==> config.mk <==
export PLATFORM = sky130hd
export DESIGN_NAME = mmc_top
export DESIGN_NICKNAME = d
export VERILOG_FILES = /design/src/hdl/mmc_rr_arb.v /design/src/hdl/mmc_top.v
export VERILOG_INCLUDE_DIRS = /design/src /design/src/hdl
export SDC_FILE = /design/constraint.sdc
export NUM_CORES = 1
export LEC_CHECK = 0
export BUFFER_PORTS_ARGS = -buffer_cell sky130_fd_sc_hd__buf_2
export CAP_MARGIN = 20
export CELL_PAD_IN_SITES_DETAIL_PLACEMENT = 2
export CELL_PAD_IN_SITES_GLOBAL_PLACEMENT = 2
export CORE_ASPECT_RATIO = 0.6
export CORE_MARGIN = 2
export CORE_UTILIZATION = 39
export DETAILED_ROUTE_END_ITERATION = 12
export PLACE_DENSITY = 0.83
export SYNTH_ARGS = -nofsm -noshare
export SYNTH_HDL_FRONTEND = slang
export SYNTH_SLANG_ARGS = --single-unit
==> constraint.sdc <==
create_clock -name aclk -period 14.15 [get_ports aclk]
set_clock_uncertainty 0.2 [all_clocks]
set_input_delay 4.245 -clock aclk [delete_from_list [all_inputs] [get_ports aclk]]
set_output_delay 4.245 -clock aclk [all_outputs]
set_load 0.02 [all_outputs]
==> src/hdl/mmc_regs.vh <==
// register map, frame offsets and timing of the control mux
`ifndef MMC_REGS_VH
`define MMC_REGS_VH
// register byte addresses
`define MMC_CTRL_ADDR     8'h00
`define MMC_STAT_ADDR     8'h04
`define MMC_TIME_ADDR     8'h08
`define MMC_RTT_ADDR      8'h0C
// control fields
`define MMC_CTRL_EN_BIT   0
`define MMC_CTRL_LEAF_BIT 1
`define MMC_CTRL_RST      2'h0
// status fields: root drift per instance in [3:0], leaf drift in bit 8
`define MMC_STAT_LEAF_BIT 8
// axi responses
`define MMC_RESP_OKAY     2'h0
`define MMC_RESP_DECERR   2'h3
// frame layout, octet index from first octet
`define MMC_OCT_LT_HI     5'h0C
`define MMC_OCT_LT_LO     5'h0D
`define MMC_OCT_OP_HI     5'h0E
`define MMC_OCT_OP_LO     5'h0F
`define MMC_OCT_TS0       5'h10
`define MMC_OCT_TS3       5'h13
`define MMC_CTL_TYPE      16'h8808
// drift limits in time quanta
`define MMC_ROOT_DRIFT    32'h0000_000C
`define MMC_LEAF_DRIFT    32'h0000_0008
// time quantum and clock period, both in ns
`define MMC_TQ_NS         5'h10
`define MMC_CLK_NS        5'h0A
// parser delay line depth, octets up to the end of length/type
`define MMC_DL_DEPTH      14
`endif

==> src/hdl/mmc_rr_arb.v <==
// round-robin transmit grant arbiter, one grant at most
`timescale 1ns/10ps
module mmc_rr_arb
#(
  parameter N = 4
)
(
  // clock and reset
  input  wire         aclk,
  input  wire         aresetn,
  // requests and frame state
  input  wire [N-1:0] pend,
  input  wire         busy,
  input  wire         done,
  // one-hot grant
  output reg  [N-1:0] grant_r
);
  reg     [N-1:0] pick;    // next one-hot grant
  reg     [1:0]   last_r;  // last granted index
  reg     [1:0]   last_nxt;
  reg     [1:0]   idx;
  integer         k;

  // search from last winner; none starves
  always @*
  begin
    pick     = {N{1'b0}};
    last_nxt = last_r;
    idx      = 2'h0;
    for (k = N; k >= 1; k = k - 1)
    begin
      idx = last_r + k[1:0];
      if (pend[idx])
      begin
        pick     = {N{1'b0}};
        pick[idx] = 1'b1;
        last_nxt = idx;
      end
    end
  end

  // grant frozen mid-frame, re-arbitrated after
  always @(posedge aclk)
  begin
    if (!aresetn)
    begin
      grant_r <= {N{1'b0}};
      last_r  <= 2'h3;
    end
    else if (!busy && (done || !(|(grant_r & pend))))
    begin
      grant_r <= pick;      // [RULE21] [RULE23]
      last_r  <= last_nxt;
    end
  end
endmodule

==> src/hdl/mmc_top.v <==
// multipoint mac control core: parser, mux, transmission control, timing
//
// Our own choices: the AXI4-Lite slave port and the register offsets.
`timescale 1ns/10ps
`include "mmc_regs.vh"
// Contract
// [RULE1] only one mac/client pair transmits
// [RULE2] mac j receive goes to client j
// [RULE3] client i request goes to mac i
// [RULE4] one received frame at a time
// [RULE5] mac delivers only valid frames upward
// [RULE6] control frames win over client data
// [RULE7] client path off during control frame
// [RULE8] classify by length/type, route by opcode
// [RULE9] type 0x8808 marks a control frame
// [RULE10] data frames go to paired client
// [RULE11] forward only after transmit grant
// [RULE12] 32-bit time counter, 16 ns tick
// [RULE13] counter wraps, compare by difference msb
// [RULE14] stamp counter at first octet out
// [RULE15] leaf loads counter from received stamp
// [RULE16] root reports rtt = local minus stamp
// [RULE17] root flags rtt change above limit
// [RULE18] root drift limit is 12
// [RULE19] leaf flags stamp offset above limit
// [RULE20] leaf drift limit is 8
// [RULE21] at most one grant asserted
// [RULE22] grant, pending, active per instance
// [RULE23] round-robin, no switch mid-frame
// [RULE24] merge client and control into one request
// [RULE25] root transmit gated by external grant; here only the internal round-robin arbiter grant gates it
// [RULE26] leaf transmit gated by gate function
// [RULE27] leaf uses a single instance
module mmc_top
(
  // clock and reset
  input  wire        aclk,
  input  wire        aresetn,
  // axi4-lite slave
  input  wire [7:0]  s_axi_awaddr,
  input  wire        s_axi_awvalid,
  output reg         s_axi_awready,
  input  wire [31:0] s_axi_wdata,
  input  wire [3:0]  s_axi_wstrb,
  input  wire        s_axi_wvalid,
  output reg         s_axi_wready,
  output reg  [1:0]  s_axi_bresp,
  output reg         s_axi_bvalid,
  input  wire        s_axi_bready,
  input  wire [7:0]  s_axi_araddr,
  input  wire        s_axi_arvalid,
  output reg         s_axi_arready,
  output reg  [31:0] s_axi_rdata,
  output reg  [1:0]  s_axi_rresp,
  output reg         s_axi_rvalid,
  input  wire        s_axi_rready,
  // client transmit, per instance
  input  wire [3:0]  cl_tx_valid,
  input  wire [31:0] cl_tx_data,
  input  wire [3:0]  cl_tx_eof,
  output reg  [3:0]  cl_tx_ready,
  // control function transmit
  input  wire [3:0]  ctl_tx_valid,
  input  wire [31:0] ctl_tx_data,
  input  wire [3:0]  ctl_tx_eof,
  output reg  [3:0]  ctl_tx_ready,
  // leaf gate window
  input  wire        gate_open,
  // mac transmit, one valid per mac
  output reg  [3:0]  mac_tx_valid,
  output reg  [7:0]  mac_tx_data,
  output reg         mac_tx_sof,
  output reg         mac_tx_eof,
  input  wire        mac_tx_ready,
  // mac receive, contiguous frames
  input  wire [3:0]  mac_rx_valid,
  input  wire [31:0] mac_rx_data,
  input  wire [3:0]  mac_rx_sof,
  input  wire [3:0]  mac_rx_eof,
  // client receive
  output reg  [3:0]  cl_rx_valid,
  output reg  [7:0]  cl_rx_data,
  output reg         cl_rx_sof,
  output reg         cl_rx_eof,
  // control receive indication
  output reg         ctl_rx_strobe,
  output reg  [1:0]  ctl_rx_inst,
  output reg  [15:0] ctl_rx_opcode,
  output reg  [31:0] ctl_rx_timestamp,
  output reg         rtt_strobe,
  output reg  [31:0] rtt_value,
  // transmission control state
  output reg  [3:0]  tx_grant,
  output reg  [3:0]  tx_request_pending,
  output reg  [3:0]  tx_active,
  output reg  [31:0] local_time_counter
);
  // register file
  reg  [1:0]  ctrl_r;      // enable, leaf mode
  reg  [3:0]  rdrift_r;    // sticky root drift per instance
  reg         ldrift_r;    // sticky leaf drift
  reg         aw_held_r;   // write address captured
  reg         w_held_r;    // write data captured
  reg  [7:0]  awaddr_r;
  reg  [31:0] wdata_r;
  reg  [3:0]  wstrb_r;
  wire        wr_go = aw_held_r & w_held_r & ~s_axi_bvalid;
  wire        leaf  = ctrl_r[`MMC_CTRL_LEAF_BIT];
  reg  [3:0]  rdrift_set;  // from timing logic
  reg         ldrift_set;

  // write channel: address and data taken in either order
  always @(posedge aclk)
  begin
    if (!aresetn)
    begin
      aw_held_r     <= 1'b0;
      w_held_r      <= 1'b0;
      awaddr_r      <= 8'h00;
      wdata_r       <= 32'h0000_0000;
      wstrb_r       <= 4'h0;
      s_axi_awready <= 1'b0;
      s_axi_wready  <= 1'b0;
      s_axi_bvalid  <= 1'b0;
      s_axi_bresp   <= `MMC_RESP_OKAY;
      ctrl_r        <= `MMC_CTRL_RST;
    end
    else
    begin
      s_axi_awready <= ~aw_held_r & ~s_axi_awready;
      s_axi_wready  <= ~w_held_r & ~s_axi_wready;
      if (s_axi_awvalid && s_axi_awready)
      begin
        aw_held_r <= 1'b1;
        awaddr_r  <= s_axi_awaddr;
      end
      if (s_axi_wvalid && s_axi_wready)
      begin
        w_held_r <= 1'b1;
        wdata_r  <= s_axi_wdata;
        wstrb_r  <= s_axi_wstrb;
      end
      if (wr_go)
      begin
        aw_held_r    <= 1'b0;
        w_held_r     <= 1'b0;
        s_axi_bvalid <= 1'b1;
        s_axi_bresp  <= `MMC_RESP_OKAY;
        if (awaddr_r == `MMC_CTRL_ADDR)
        begin
          if (wstrb_r[0])
            ctrl_r <= wdata_r[1:0];
        end
        else if (awaddr_r != `MMC_STAT_ADDR)
          s_axi_bresp <= `MMC_RESP_DECERR;  // unmapped or read-only
      end
      else if (s_axi_bvalid && s_axi_bready)
        s_axi_bvalid <= 1'b0;
    end
  end

  // sticky drift, write one to clear; set wins
  always @(posedge aclk)
  begin
    if (!aresetn)
    begin
      rdrift_r <= 4'h0;
      ldrift_r <= 1'b0;
    end
    else
    begin
      rdrift_r <= (rdrift_r & ~((wr_go && awaddr_r == `MMC_STAT_ADDR && wstrb_r[0])
                  ? wdata_r[3:0] : 4'h0)) | rdrift_set;
      ldrift_r <= (ldrift_r & ~(wr_go && awaddr_r == `MMC_STAT_ADDR && wstrb_r[1]
                  && wdata_r[`MMC_STAT_LEAF_BIT])) | ldrift_set;
    end
  end

  // read channel, one outstanding read
  always @(posedge aclk)
  begin
    if (!aresetn)
    begin
      s_axi_arready <= 1'b0;
      s_axi_rvalid  <= 1'b0;
      s_axi_rdata   <= 32'h0000_0000;
      s_axi_rresp   <= `MMC_RESP_OKAY;
    end
    else
    begin
      s_axi_arready <= ~s_axi_rvalid & ~s_axi_arready;
      if (s_axi_arvalid && s_axi_arready)
      begin
        s_axi_arready <= 1'b0;
        s_axi_rvalid  <= 1'b1;
        s_axi_rresp   <= `MMC_RESP_OKAY;
        case (s_axi_araddr)
          `MMC_CTRL_ADDR: s_axi_rdata <= {30'h0000_0000, ctrl_r};
          `MMC_STAT_ADDR: s_axi_rdata <= {23'h00_0000, ldrift_r, 4'h0, rdrift_r};
          `MMC_TIME_ADDR: s_axi_rdata <= local_time_counter;
          `MMC_RTT_ADDR:  s_axi_rdata <= rtt_value;
          default:
          begin
            s_axi_rdata <= 32'h0000_0000;
            s_axi_rresp <= `MMC_RESP_DECERR;
          end
        endcase
      end
      else if (s_axi_rvalid && s_axi_rready)
        s_axi_rvalid <= 1'b0;
    end
  end

  // local time
  reg  [4:0]  frac_r;      // ns carried toward the next quantum
  reg         ts_load;     // leaf overwrite request
  reg  [31:0] ts_val;

  // fractional 16 ns tick on 10 ns clock, wraps
  always @(posedge aclk)
  begin
    if (!aresetn)
    begin
      frac_r             <= 5'h00;
      local_time_counter <= 32'h0000_0000;
    end
    else if (ts_load)
    begin
      local_time_counter <= ts_val;          // [RULE15]
      frac_r             <= 5'h00;
    end
    else if (frac_r + `MMC_CLK_NS >= `MMC_TQ_NS)
    begin
      frac_r             <= frac_r + `MMC_CLK_NS - `MMC_TQ_NS;
      local_time_counter <= local_time_counter + 32'h0000_0001;  // [RULE12] [RULE13]
    end
    else
      frac_r <= frac_r + `MMC_CLK_NS;
  end

  // transmit side
  wire [3:0]  grant;
  reg         busy_r;      // frame in flight
  reg         done_r;      // frame finished pulse
  reg         sel_ctl_r;   // current source is a control function
  reg  [1:0]  tinst_r;     // current instance
  reg  [4:0]  toct_r;      // octets sent, saturating
  reg  [31:0] stamp_r;     // time at first octet
  reg  [1:0]  gidx;
  wire        src_v   = sel_ctl_r ? ctl_tx_valid[tinst_r] : cl_tx_valid[tinst_r];
  wire        src_rdy = |(cl_tx_ready | ctl_tx_ready);
  wire        acc     = busy_r & src_v & src_rdy;
  wire [7:0]  cl_b    = cl_tx_data[tinst_r*8 +: 8];
  wire [7:0]  ctl_b   = ctl_tx_data[tinst_r*8 +: 8];
  wire        src_eof = sel_ctl_r ? ctl_tx_eof[tinst_r] : cl_tx_eof[tinst_r];
  wire [31:0] stamp_now = (toct_r == 5'h00) ? local_time_counter : stamp_r;
  reg  [7:0]  ctl_out;     // control octet, stamp inserted
  wire [3:0]  pend_raw = (cl_tx_valid | ctl_tx_valid)
                         & {4{ctrl_r[`MMC_CTRL_EN_BIT]}};
  // leaf: instance 0, inside the gate window only
  wire [3:0]  pend = leaf ? {3'h0, pend_raw[0] & gate_open} : pend_raw;  // [RULE26] [RULE27]

  mmc_rr_arb #(.N(4)) u_arb
  (
    .aclk    (aclk),
    .aresetn (aresetn),
    .pend    (pend),
    .busy    (busy_r),
    .done    (done_r),
    .grant_r (grant)
  );

  // one-hot grant to index
  always @*
  begin
    case (grant)
      4'h2:    gidx = 2'h1;
      4'h4:    gidx = 2'h2;
      4'h8:    gidx = 2'h3;
      default: gidx = 2'h0;
    endcase
  end

  // stamp octets, big endian, first-octet time
  always @*
  begin
    case (toct_r)
      `MMC_OCT_TS0:          ctl_out = stamp_now[31:24];
      `MMC_OCT_TS0 + 5'h01:  ctl_out = stamp_now[23:16];
      `MMC_OCT_TS0 + 5'h02:  ctl_out = stamp_now[15:8];
      `MMC_OCT_TS3:          ctl_out = stamp_now[7:0];
      default:               ctl_out = ctl_b;
    endcase
  end

  // one-octet output slot; half rate keeps every output registered
  always @(posedge aclk)
  begin
    if (!aresetn)
    begin
      busy_r       <= 1'b0;
      done_r       <= 1'b0;
      sel_ctl_r    <= 1'b0;
      tinst_r      <= 2'h0;
      toct_r       <= 5'h00;
      stamp_r      <= 32'h0000_0000;
      cl_tx_ready  <= 4'h0;
      ctl_tx_ready <= 4'h0;
      mac_tx_valid <= 4'h0;
      mac_tx_data  <= 8'h00;
      mac_tx_sof   <= 1'b0;
      mac_tx_eof   <= 1'b0;
    end
    else
    begin
      done_r <= 1'b0;
      if (|mac_tx_valid && mac_tx_ready)
        mac_tx_valid <= 4'h0;
      if (!busy_r && !done_r && |grant && !(|mac_tx_valid))
      begin
        // start only with a grant; control source checked first
        busy_r    <= 1'b1;                             // [RULE11] [RULE25]
        tinst_r   <= gidx;
        toct_r    <= 5'h00;
        sel_ctl_r <= ctl_tx_valid[gidx];               // [RULE6] [RULE24]
      end
      else if (acc)
      begin
        cl_tx_ready  <= 4'h0;
        ctl_tx_ready <= 4'h0;
        mac_tx_valid <= 4'h0;
        mac_tx_valid[tinst_r] <= 1'b1;                 // [RULE3] [RULE1]
        mac_tx_data  <= sel_ctl_r ? ctl_out : cl_b;    // [RULE14]
        mac_tx_sof   <= (toct_r == 5'h00);
        mac_tx_eof   <= src_eof;
        if (toct_r == 5'h00)
          stamp_r <= local_time_counter;               // [RULE14]
        if (toct_r != 5'h1F)
          toct_r <= toct_r + 5'h01;
        if (src_eof)
        begin
          busy_r <= 1'b0;
          done_r <= 1'b1;
        end
      end
      else if (busy_r && !src_rdy && (!(|mac_tx_valid) || mac_tx_ready))
      begin
        // one path opened; clients shut in control frames
        if (sel_ctl_r)
          ctl_tx_ready[tinst_r] <= 1'b1;               // [RULE7]
        else
          cl_tx_ready[tinst_r] <= 1'b1;
      end
    end
  end

  // per-instance grant, pending and active state
  always @(posedge aclk)
  begin
    if (!aresetn)
    begin
      tx_grant           <= 4'h0;
      tx_request_pending <= 4'h0;
      tx_active          <= 4'h0;
    end
    else
    begin
      tx_grant           <= grant;                     // [RULE22]
      tx_request_pending <= pend;
      tx_active          <= busy_r ? (4'h1 << tinst_r) : 4'h0;
    end
  end

  // receive side
  reg  [12:0] dl_r [0:`MMC_DL_DEPTH-1];  // {inst, valid, sof, eof, data}
  reg         rlock_r;     // a frame is being taken
  reg  [1:0]  rinst_r;     // instance being taken
  reg  [4:0]  roct_r;      // octet index, saturating
  reg  [15:0] lt_r;        // length/type
  reg         is_ctl_r;    // type decision at entry
  reg         out_ctl_r;   // type decision at exit
  reg  [31:0] rts_r;       // received stamp
  reg  [31:0] prev_rtt_r [0:3];
  reg  [3:0]  prev_ok_r;
  reg  [1:0]  ridx;
  reg         r_v;
  integer     i;
  wire [3:0]  rx_allow = leaf ? 4'h1 : 4'hF;
  wire [3:0]  rx_start = mac_rx_valid & mac_rx_sof & rx_allow;
  wire [7:0]  r_b   = mac_rx_data[ridx*8 +: 8];
  wire        r_sof = mac_rx_sof[ridx] & ~rlock_r;
  wire        r_eof = mac_rx_eof[ridx];
  wire [31:0] rtt_new = local_time_counter - rts_r;
  wire [31:0] rtt_dif = rtt_new - prev_rtt_r[rinst_r];
  wire [31:0] rtt_abs = rtt_dif[31] ? (32'h0000_0000 - rtt_dif) : rtt_dif;
  wire [31:0] lf_dif  = rts_r - local_time_counter;
  wire [31:0] lf_abs  = lf_dif[31] ? (32'h0000_0000 - lf_dif) : lf_dif;
  wire [12:0] dl_out  = dl_r[`MMC_DL_DEPTH-1];

  // locked mac, else lowest starting one
  always @*
  begin
    ridx = rinst_r;
    if (!rlock_r)
    begin
      casez (rx_start)
        4'b???1: ridx = 2'h0;
        4'b??10: ridx = 2'h1;
        4'b?100: ridx = 2'h2;
        default: ridx = 2'h3;
      endcase
    end
    r_v = rlock_r ? mac_rx_valid[rinst_r] : |rx_start;  // [RULE4] [RULE5]
  end

  // entry: lock, parse header fields; line shifts every cycle
  always @(posedge aclk)
  begin
    if (!aresetn)
    begin
      rlock_r  <= 1'b0;
      rinst_r  <= 2'h0;
      roct_r   <= 5'h00;
      lt_r     <= 16'h0000;
      is_ctl_r <= 1'b0;
      rts_r    <= 32'h0000_0000;
      ctl_rx_opcode <= 16'h0000;
      for (i = 0; i < `MMC_DL_DEPTH; i = i + 1)
        dl_r[i] <= 13'h0000;
    end
    else
    begin
      dl_r[0] <= {ridx, r_v, r_v & r_sof, r_v & r_eof, r_b};
      for (i = 1; i < `MMC_DL_DEPTH; i = i + 1)
        dl_r[i] <= dl_r[i-1];
      if (r_v)
      begin
        rinst_r <= ridx;
        rlock_r <= ~r_eof;
        roct_r  <= r_sof ? 5'h01 : ((roct_r == 5'h1F) ? roct_r : roct_r + 5'h01);
        if (r_sof)
          is_ctl_r <= 1'b0;
        case (r_sof ? 5'h00 : roct_r)
          `MMC_OCT_LT_HI: lt_r[15:8] <= r_b;
          `MMC_OCT_LT_LO: is_ctl_r <= ({lt_r[15:8], r_b} == `MMC_CTL_TYPE);  // [RULE8] [RULE9]
          `MMC_OCT_OP_HI: ctl_rx_opcode[15:8] <= r_b;
          `MMC_OCT_OP_LO: ctl_rx_opcode[7:0]  <= r_b;
          default:
          begin
            if (roct_r >= `MMC_OCT_TS0 && roct_r <= `MMC_OCT_TS3)
              rts_r <= {rts_r[23:0], r_b};
          end
        endcase
      end
    end
  end

  // exit: data to paired client, control held back
  always @(posedge aclk)
  begin
    if (!aresetn)
    begin
      out_ctl_r   <= 1'b0;
      cl_rx_valid <= 4'h0;
      cl_rx_data  <= 8'h00;
      cl_rx_sof   <= 1'b0;
      cl_rx_eof   <= 1'b0;
    end
    else
    begin
      cl_rx_valid <= 4'h0;
      cl_rx_data  <= dl_out[7:0];
      cl_rx_sof   <= dl_out[9];
      cl_rx_eof   <= dl_out[8];
      // decision is ready when octet 0 exits
      if (dl_out[10] && dl_out[9])
        out_ctl_r <= is_ctl_r;
      if (dl_out[10] && !(dl_out[9] ? is_ctl_r : out_ctl_r))
        cl_rx_valid[dl_out[12:11]] <= 1'b1;            // [RULE2] [RULE10]
    end
  end

  // end of stamped control frame: report, rtt, drift
  always @(posedge aclk)
  begin
    if (!aresetn)
    begin
      ctl_rx_strobe    <= 1'b0;
      ctl_rx_inst      <= 2'h0;
      ctl_rx_timestamp <= 32'h0000_0000;
      rtt_strobe       <= 1'b0;
      rtt_value        <= 32'h0000_0000;
      prev_ok_r        <= 4'h0;
      ts_load          <= 1'b0;
      ts_val           <= 32'h0000_0000;
      rdrift_set       <= 4'h0;
      ldrift_set       <= 1'b0;
      for (i = 0; i < 4; i = i + 1)
        prev_rtt_r[i] <= 32'h0000_0000;
    end
    else
    begin
      ctl_rx_strobe <= 1'b0;
      rtt_strobe    <= 1'b0;
      ts_load       <= 1'b0;
      rdrift_set    <= 4'h0;
      ldrift_set    <= 1'b0;
      // opcode and stamp go out with the strobe
      if (rlock_r && mac_rx_valid[rinst_r] && r_eof && is_ctl_r && roct_r > `MMC_OCT_TS3)
      begin
        ctl_rx_strobe    <= 1'b1;                      // [RULE8]
        ctl_rx_inst      <= rinst_r;
        ctl_rx_timestamp <= rts_r;
        if (leaf)
        begin
          ts_load    <= 1'b1;                          // [RULE15]
          ts_val     <= rts_r;
          ldrift_set <= (lf_abs > `MMC_LEAF_DRIFT);    // [RULE19] [RULE20] [RULE13]
        end
        else
        begin
          rtt_strobe <= 1'b1;                          // [RULE16]
          rtt_value  <= rtt_new;
          prev_rtt_r[rinst_r] <= rtt_new;
          prev_ok_r[rinst_r]  <= 1'b1;
          if (prev_ok_r[rinst_r] && rtt_abs > `MMC_ROOT_DRIFT)
            rdrift_set[rinst_r] <= 1'b1;               // [RULE17] [RULE18]
        end
      end
    end
  end
endmodule
==> flow_summary.toml <==
[outcome]
status = "complete, no violations"

[worst_setup_path]
r2r_end = "rdrift_set[2]"
rr_worst_depth = 26
cp-end-kind = "flip-flop"
crit_fanout = 9
cp-startpoint = "local_time_counter[4]"
rrSetupSlack_ns = 4.89
cp-start-kind = "flip-flop"
worstPathArrival_ns = 9.57
path_class = "flip-flop to flip-flop"
crit_required_ns = 14.46
r2r_start = "local_time_counter[4]"

[pwr]
p_seq_frac = 0.387
comb_power_share = 0.254
p_int_mw = 3.52
power.density_nw_per_um2 = 140
clkPwrFrac = 0.359
cellLeakagePower_nw = 16.1
p_sw_frac = 0.349
switching_power_mw = 1.89
peakVddDrop_mv = 0.0838

[min_path]
holdCritPathClass = "flip-flop to flip-flop"
min_from = "dl_r[0][33]"
min_to = "dl_r[0][46]"
min_path_cells = 1

[detailed_routing]
vias = 31816
ant_nets = 0
remaining_drc_errors = 0
vias_per_cell = 6.13
drtIter0Drc = 3501
wire_per_inst_um = 30.9
wirelength_mm = 160
firstDrtPassIters = 6

[floorplan]
core_area_um2 = 85200
dieHeight_um = 231
chipWidth_um = 382
die_area_um2 = 88000
fp-row-count = 83
start_util = 0.392
ioPinCount = 390

[synthesis]
syn_nets = 3999
netlist_area_um2 = 33400
synth_edf_count = 128
syn-instance-count = 3709
ys_seq_area_frac = 0.448
ys.flop_type = "dfxtp_1"
yosys_register_bits = 683
synth-warning-count = 0
ys_types = 104
synth-async-reset-ratio = 0
syn_area_per_cell_um2 = 9.00

[timing]
finalHoldViolCount = 0
tns_ns = 0
worst_pin_slew_ns = 1.27
finalCritPeriodShare = 0.654
grt_setup_unrepaired = "no"
min_period_ns = 9.26
finalMaxSlewViolations = 0
fmax_ghz = 0.108
holdWs_ns = 0.238
setup_slack_ns = 4.89
slew_headroom = 0.150
setup_viol = 0

[run]
max_cap_viol_count = 0

[global_routing]
antenna_found_initial = 15
grt_use_met1 = 0.479
grt_max_degree = 120
track_usage = 0.344
met2_usage = 0.514
use_met3 = 0.0989
first_global_vias = 32494
overflow = 0
grt_pass1_wl_mm = 227
top_usage_layer = "met2"

[placement]
dp_hpwl_mm = 107
preCtsSetupSlack_ns = 4.85
dpl_cell_area_um2 = 36200
io_buffers = 360
place_congestion = 0.942

[cells_and_area]
area_delta_synth_final_pct = 15.5
final_cell_area_um2 = 38600
nets = 4279
drive_gt1_frac = 0.161
largest_reg_flops = 182
final_util = 0.453
regMostFlops = "dl_r"
reg_top3 = "dl_r: 182 flops, prev_rtt_r: 128 flops"

[clocking]
insertion_delay_ns = 0.68
path_clk_slew_ns = 0.08
cts_inserted_buffers = 67
cts_tree = "built"
ctsResizeCount = 0
ctsLongestPathBuffers = 3
clock-sinks = 683
cts_setup_buffers = 0
cts_max_level = 3
ctsHoldBuffers = 0
root_buffer = "clkbuf_16"
-- layout make-up --
type                            instances  area (um^2)
Fill cell                            9239        46600
Multi-Input combinational cell       2659        17100
Sequential cell                       683        15000
Timing Repair Buffer                  410         2220
Clock buffer                           90         1890
Tap cell                             1147         1440
Inverter                              168          638
Clock inverter                         32          352
Antenna cell                            5         12.5
-- stage by stage --
stage,total power [mW],std cells
2_1_floorplan,2.97,3709
3_3_place_gp,3.35,5059
3_5_place_dp,3.41,5060
4_1_cts,5.33,5182
5_1_grt,5.57,5190
6_report,5.41,5194
-- power groups by stage --
stage	combinational, mW	sequential (mW)	clock [mW]
after global routing	1.45	2.10	2.02
after detailed placement	1.28	2.13	0
final	1.37	2.09	1.94
after global placement	1.23	2.12	0
after floorplan	0.861	2.10	0
after CTS	1.32	2.09	1.93
-- worst max-delay path, stage by stage (launching register included) --
cell and delay (ns):
dfxtp_1 0.73, inv_1 0.37, ha_1 0.53, o21ai_1 0.29, nor3_1 0.12, nor3_2 0.58
a2bb2oi_1 0.29, a21oi_1 0.44, o31ai_1 0.15, xnor2_1 0.84, ha_1 0.46, a21oi_1 0.27
nor2b_1 0.08, o21ai_0 0.19, nand2b_1 0.10, a21oi_1 0.20, o21bai_1 0.09, a21o_1 0.18
a21oi_1 0.33, o41ai_4 0.20, xnor2_1 0.16, buf_4 0.21, nor4b_1 0.64, o22ai_1 0.19
a221o_1 0.32, nor4_4 0.64, a211oi_1 0.24
-- kinds of logic (layout without fill, tap and decap cells) --
logic type               after synthesis  in the layout  share of synthesized area
buffers and inverters                367            700                     0.0422
other                                  1              6                   0.000112
XOR/XNOR                             122            122                     0.0337
multiplexers                         127            127                     0.0629
flip-flops                           683            683                      0.448
adder cells (fa/ha/maj)              108            108                     0.0410
AND/OR/NAND/NOR                     1477           1477                      0.212
AO/OA/AOI/OAI                        824            824                      0.161
-- layer usage --
| layer | up-vias | part of all wire |
|---|---|---|
| met5 | - | 0.00045 |
| met4 | 12 | 0.036 |
| met3 | 374 | 0.099 |
| met2 | 1613 | 0.43 |
| met1 | 16268 | 0.43 |
| li1 | 13549 | - |
-- worst max-delay path by stage --
| stage | endpoint | slack (ns) | cells after the start |
|---|---|---|---|
| 5_1_grt | rdrift_set[2] | 4.85 | 26 |
| 2_1_floorplan | prev_rtt_r[0][0] | 6.15 | 13 |
| 3_3_place_gp | prev_rtt_r[0][14] | 4.94 | 14 |
| 6_report | rdrift_set[2] | 4.89 | 26 |
| 3_5_place_dp | prev_rtt_r[1][18] | 4.85 | 15 |
| 4_1_cts | prev_rtt_r[0][23] | 5.15 | 14 |
-- placed cells by master, fill, tap and decap left out, types with 15 or more instances in the layout --
master / synthesis / final
nor4_1: 18 / 16
and3_1: 30 / 30
nor2_1: 359 / 358
mux2i_1: 50 / 50
nand2b_1: 32 / 32
a211oi_1: 35 / 35
o21ai_0: 105 / 105
nor2b_1: 17 / 17
clkinv_2: 0 / 16
inv_1: 162 / 162
o21a_1: 19 / 19
buf_4: 3 / 44
a21o_1: 59 / 59
a22oi_1: 24 / 24
nand2_1: 500 / 500
clkbuf_16: 0 / 69
o21bai_1: 17 / 17
and2_1: 215 / 215
or3_1: 16 / 16
a22o_1: 50 / 50
o211ai_1: 15 / 15
nor3_1: 65 / 64
buf_2: 10 / 359
or2_2: 17 / 17
xnor2_1: 83 / 83
nand3_1: 100 / 99
xor2_1: 35 / 35
a31oi_1: 18 / 18
dfxtp_1: 555 / 552
nand4_1: 38 / 38
edfxtp_1: 128 / 128
ha_1: 102 / 102
a21oi_1: 335 / 334
mux4_2: 65 / 65
-- Yosys cell counts, types with 16 or more instances --
library cell  number  share of area
edfxtp_1         128           0.12
dfxtp_1          555           0.33
nand4_1           38         0.0071
o21ai_0          105          0.016
a22oi_1           24         0.0054
a21o_1            59          0.013
xnor2_1           83          0.022
or2_2             17         0.0032
nand2b_1          32         0.0060
or3_1             16         0.0030
a22o_1            50          0.013
nor4_1            18         0.0034
nand2_1          500          0.056
clkbuf_1         174          0.020
xor2_1            35         0.0092
mux4_2            65          0.044
nor2b_1           17         0.0032
nand3_1          100          0.015
a21oi_1          335          0.050
inv_1            162          0.018
nor3_1            65         0.0097
o21bai_1          17         0.0038
a211oi_1          35         0.0079
ha_1             102          0.038
nor2_1           359          0.040
mux2i_1           50          0.015
a31oi_1           18         0.0034
and3_1            30         0.0056
o21a_1            19         0.0043
and2_1           215          0.040
(Power assumes the default switching activity.)
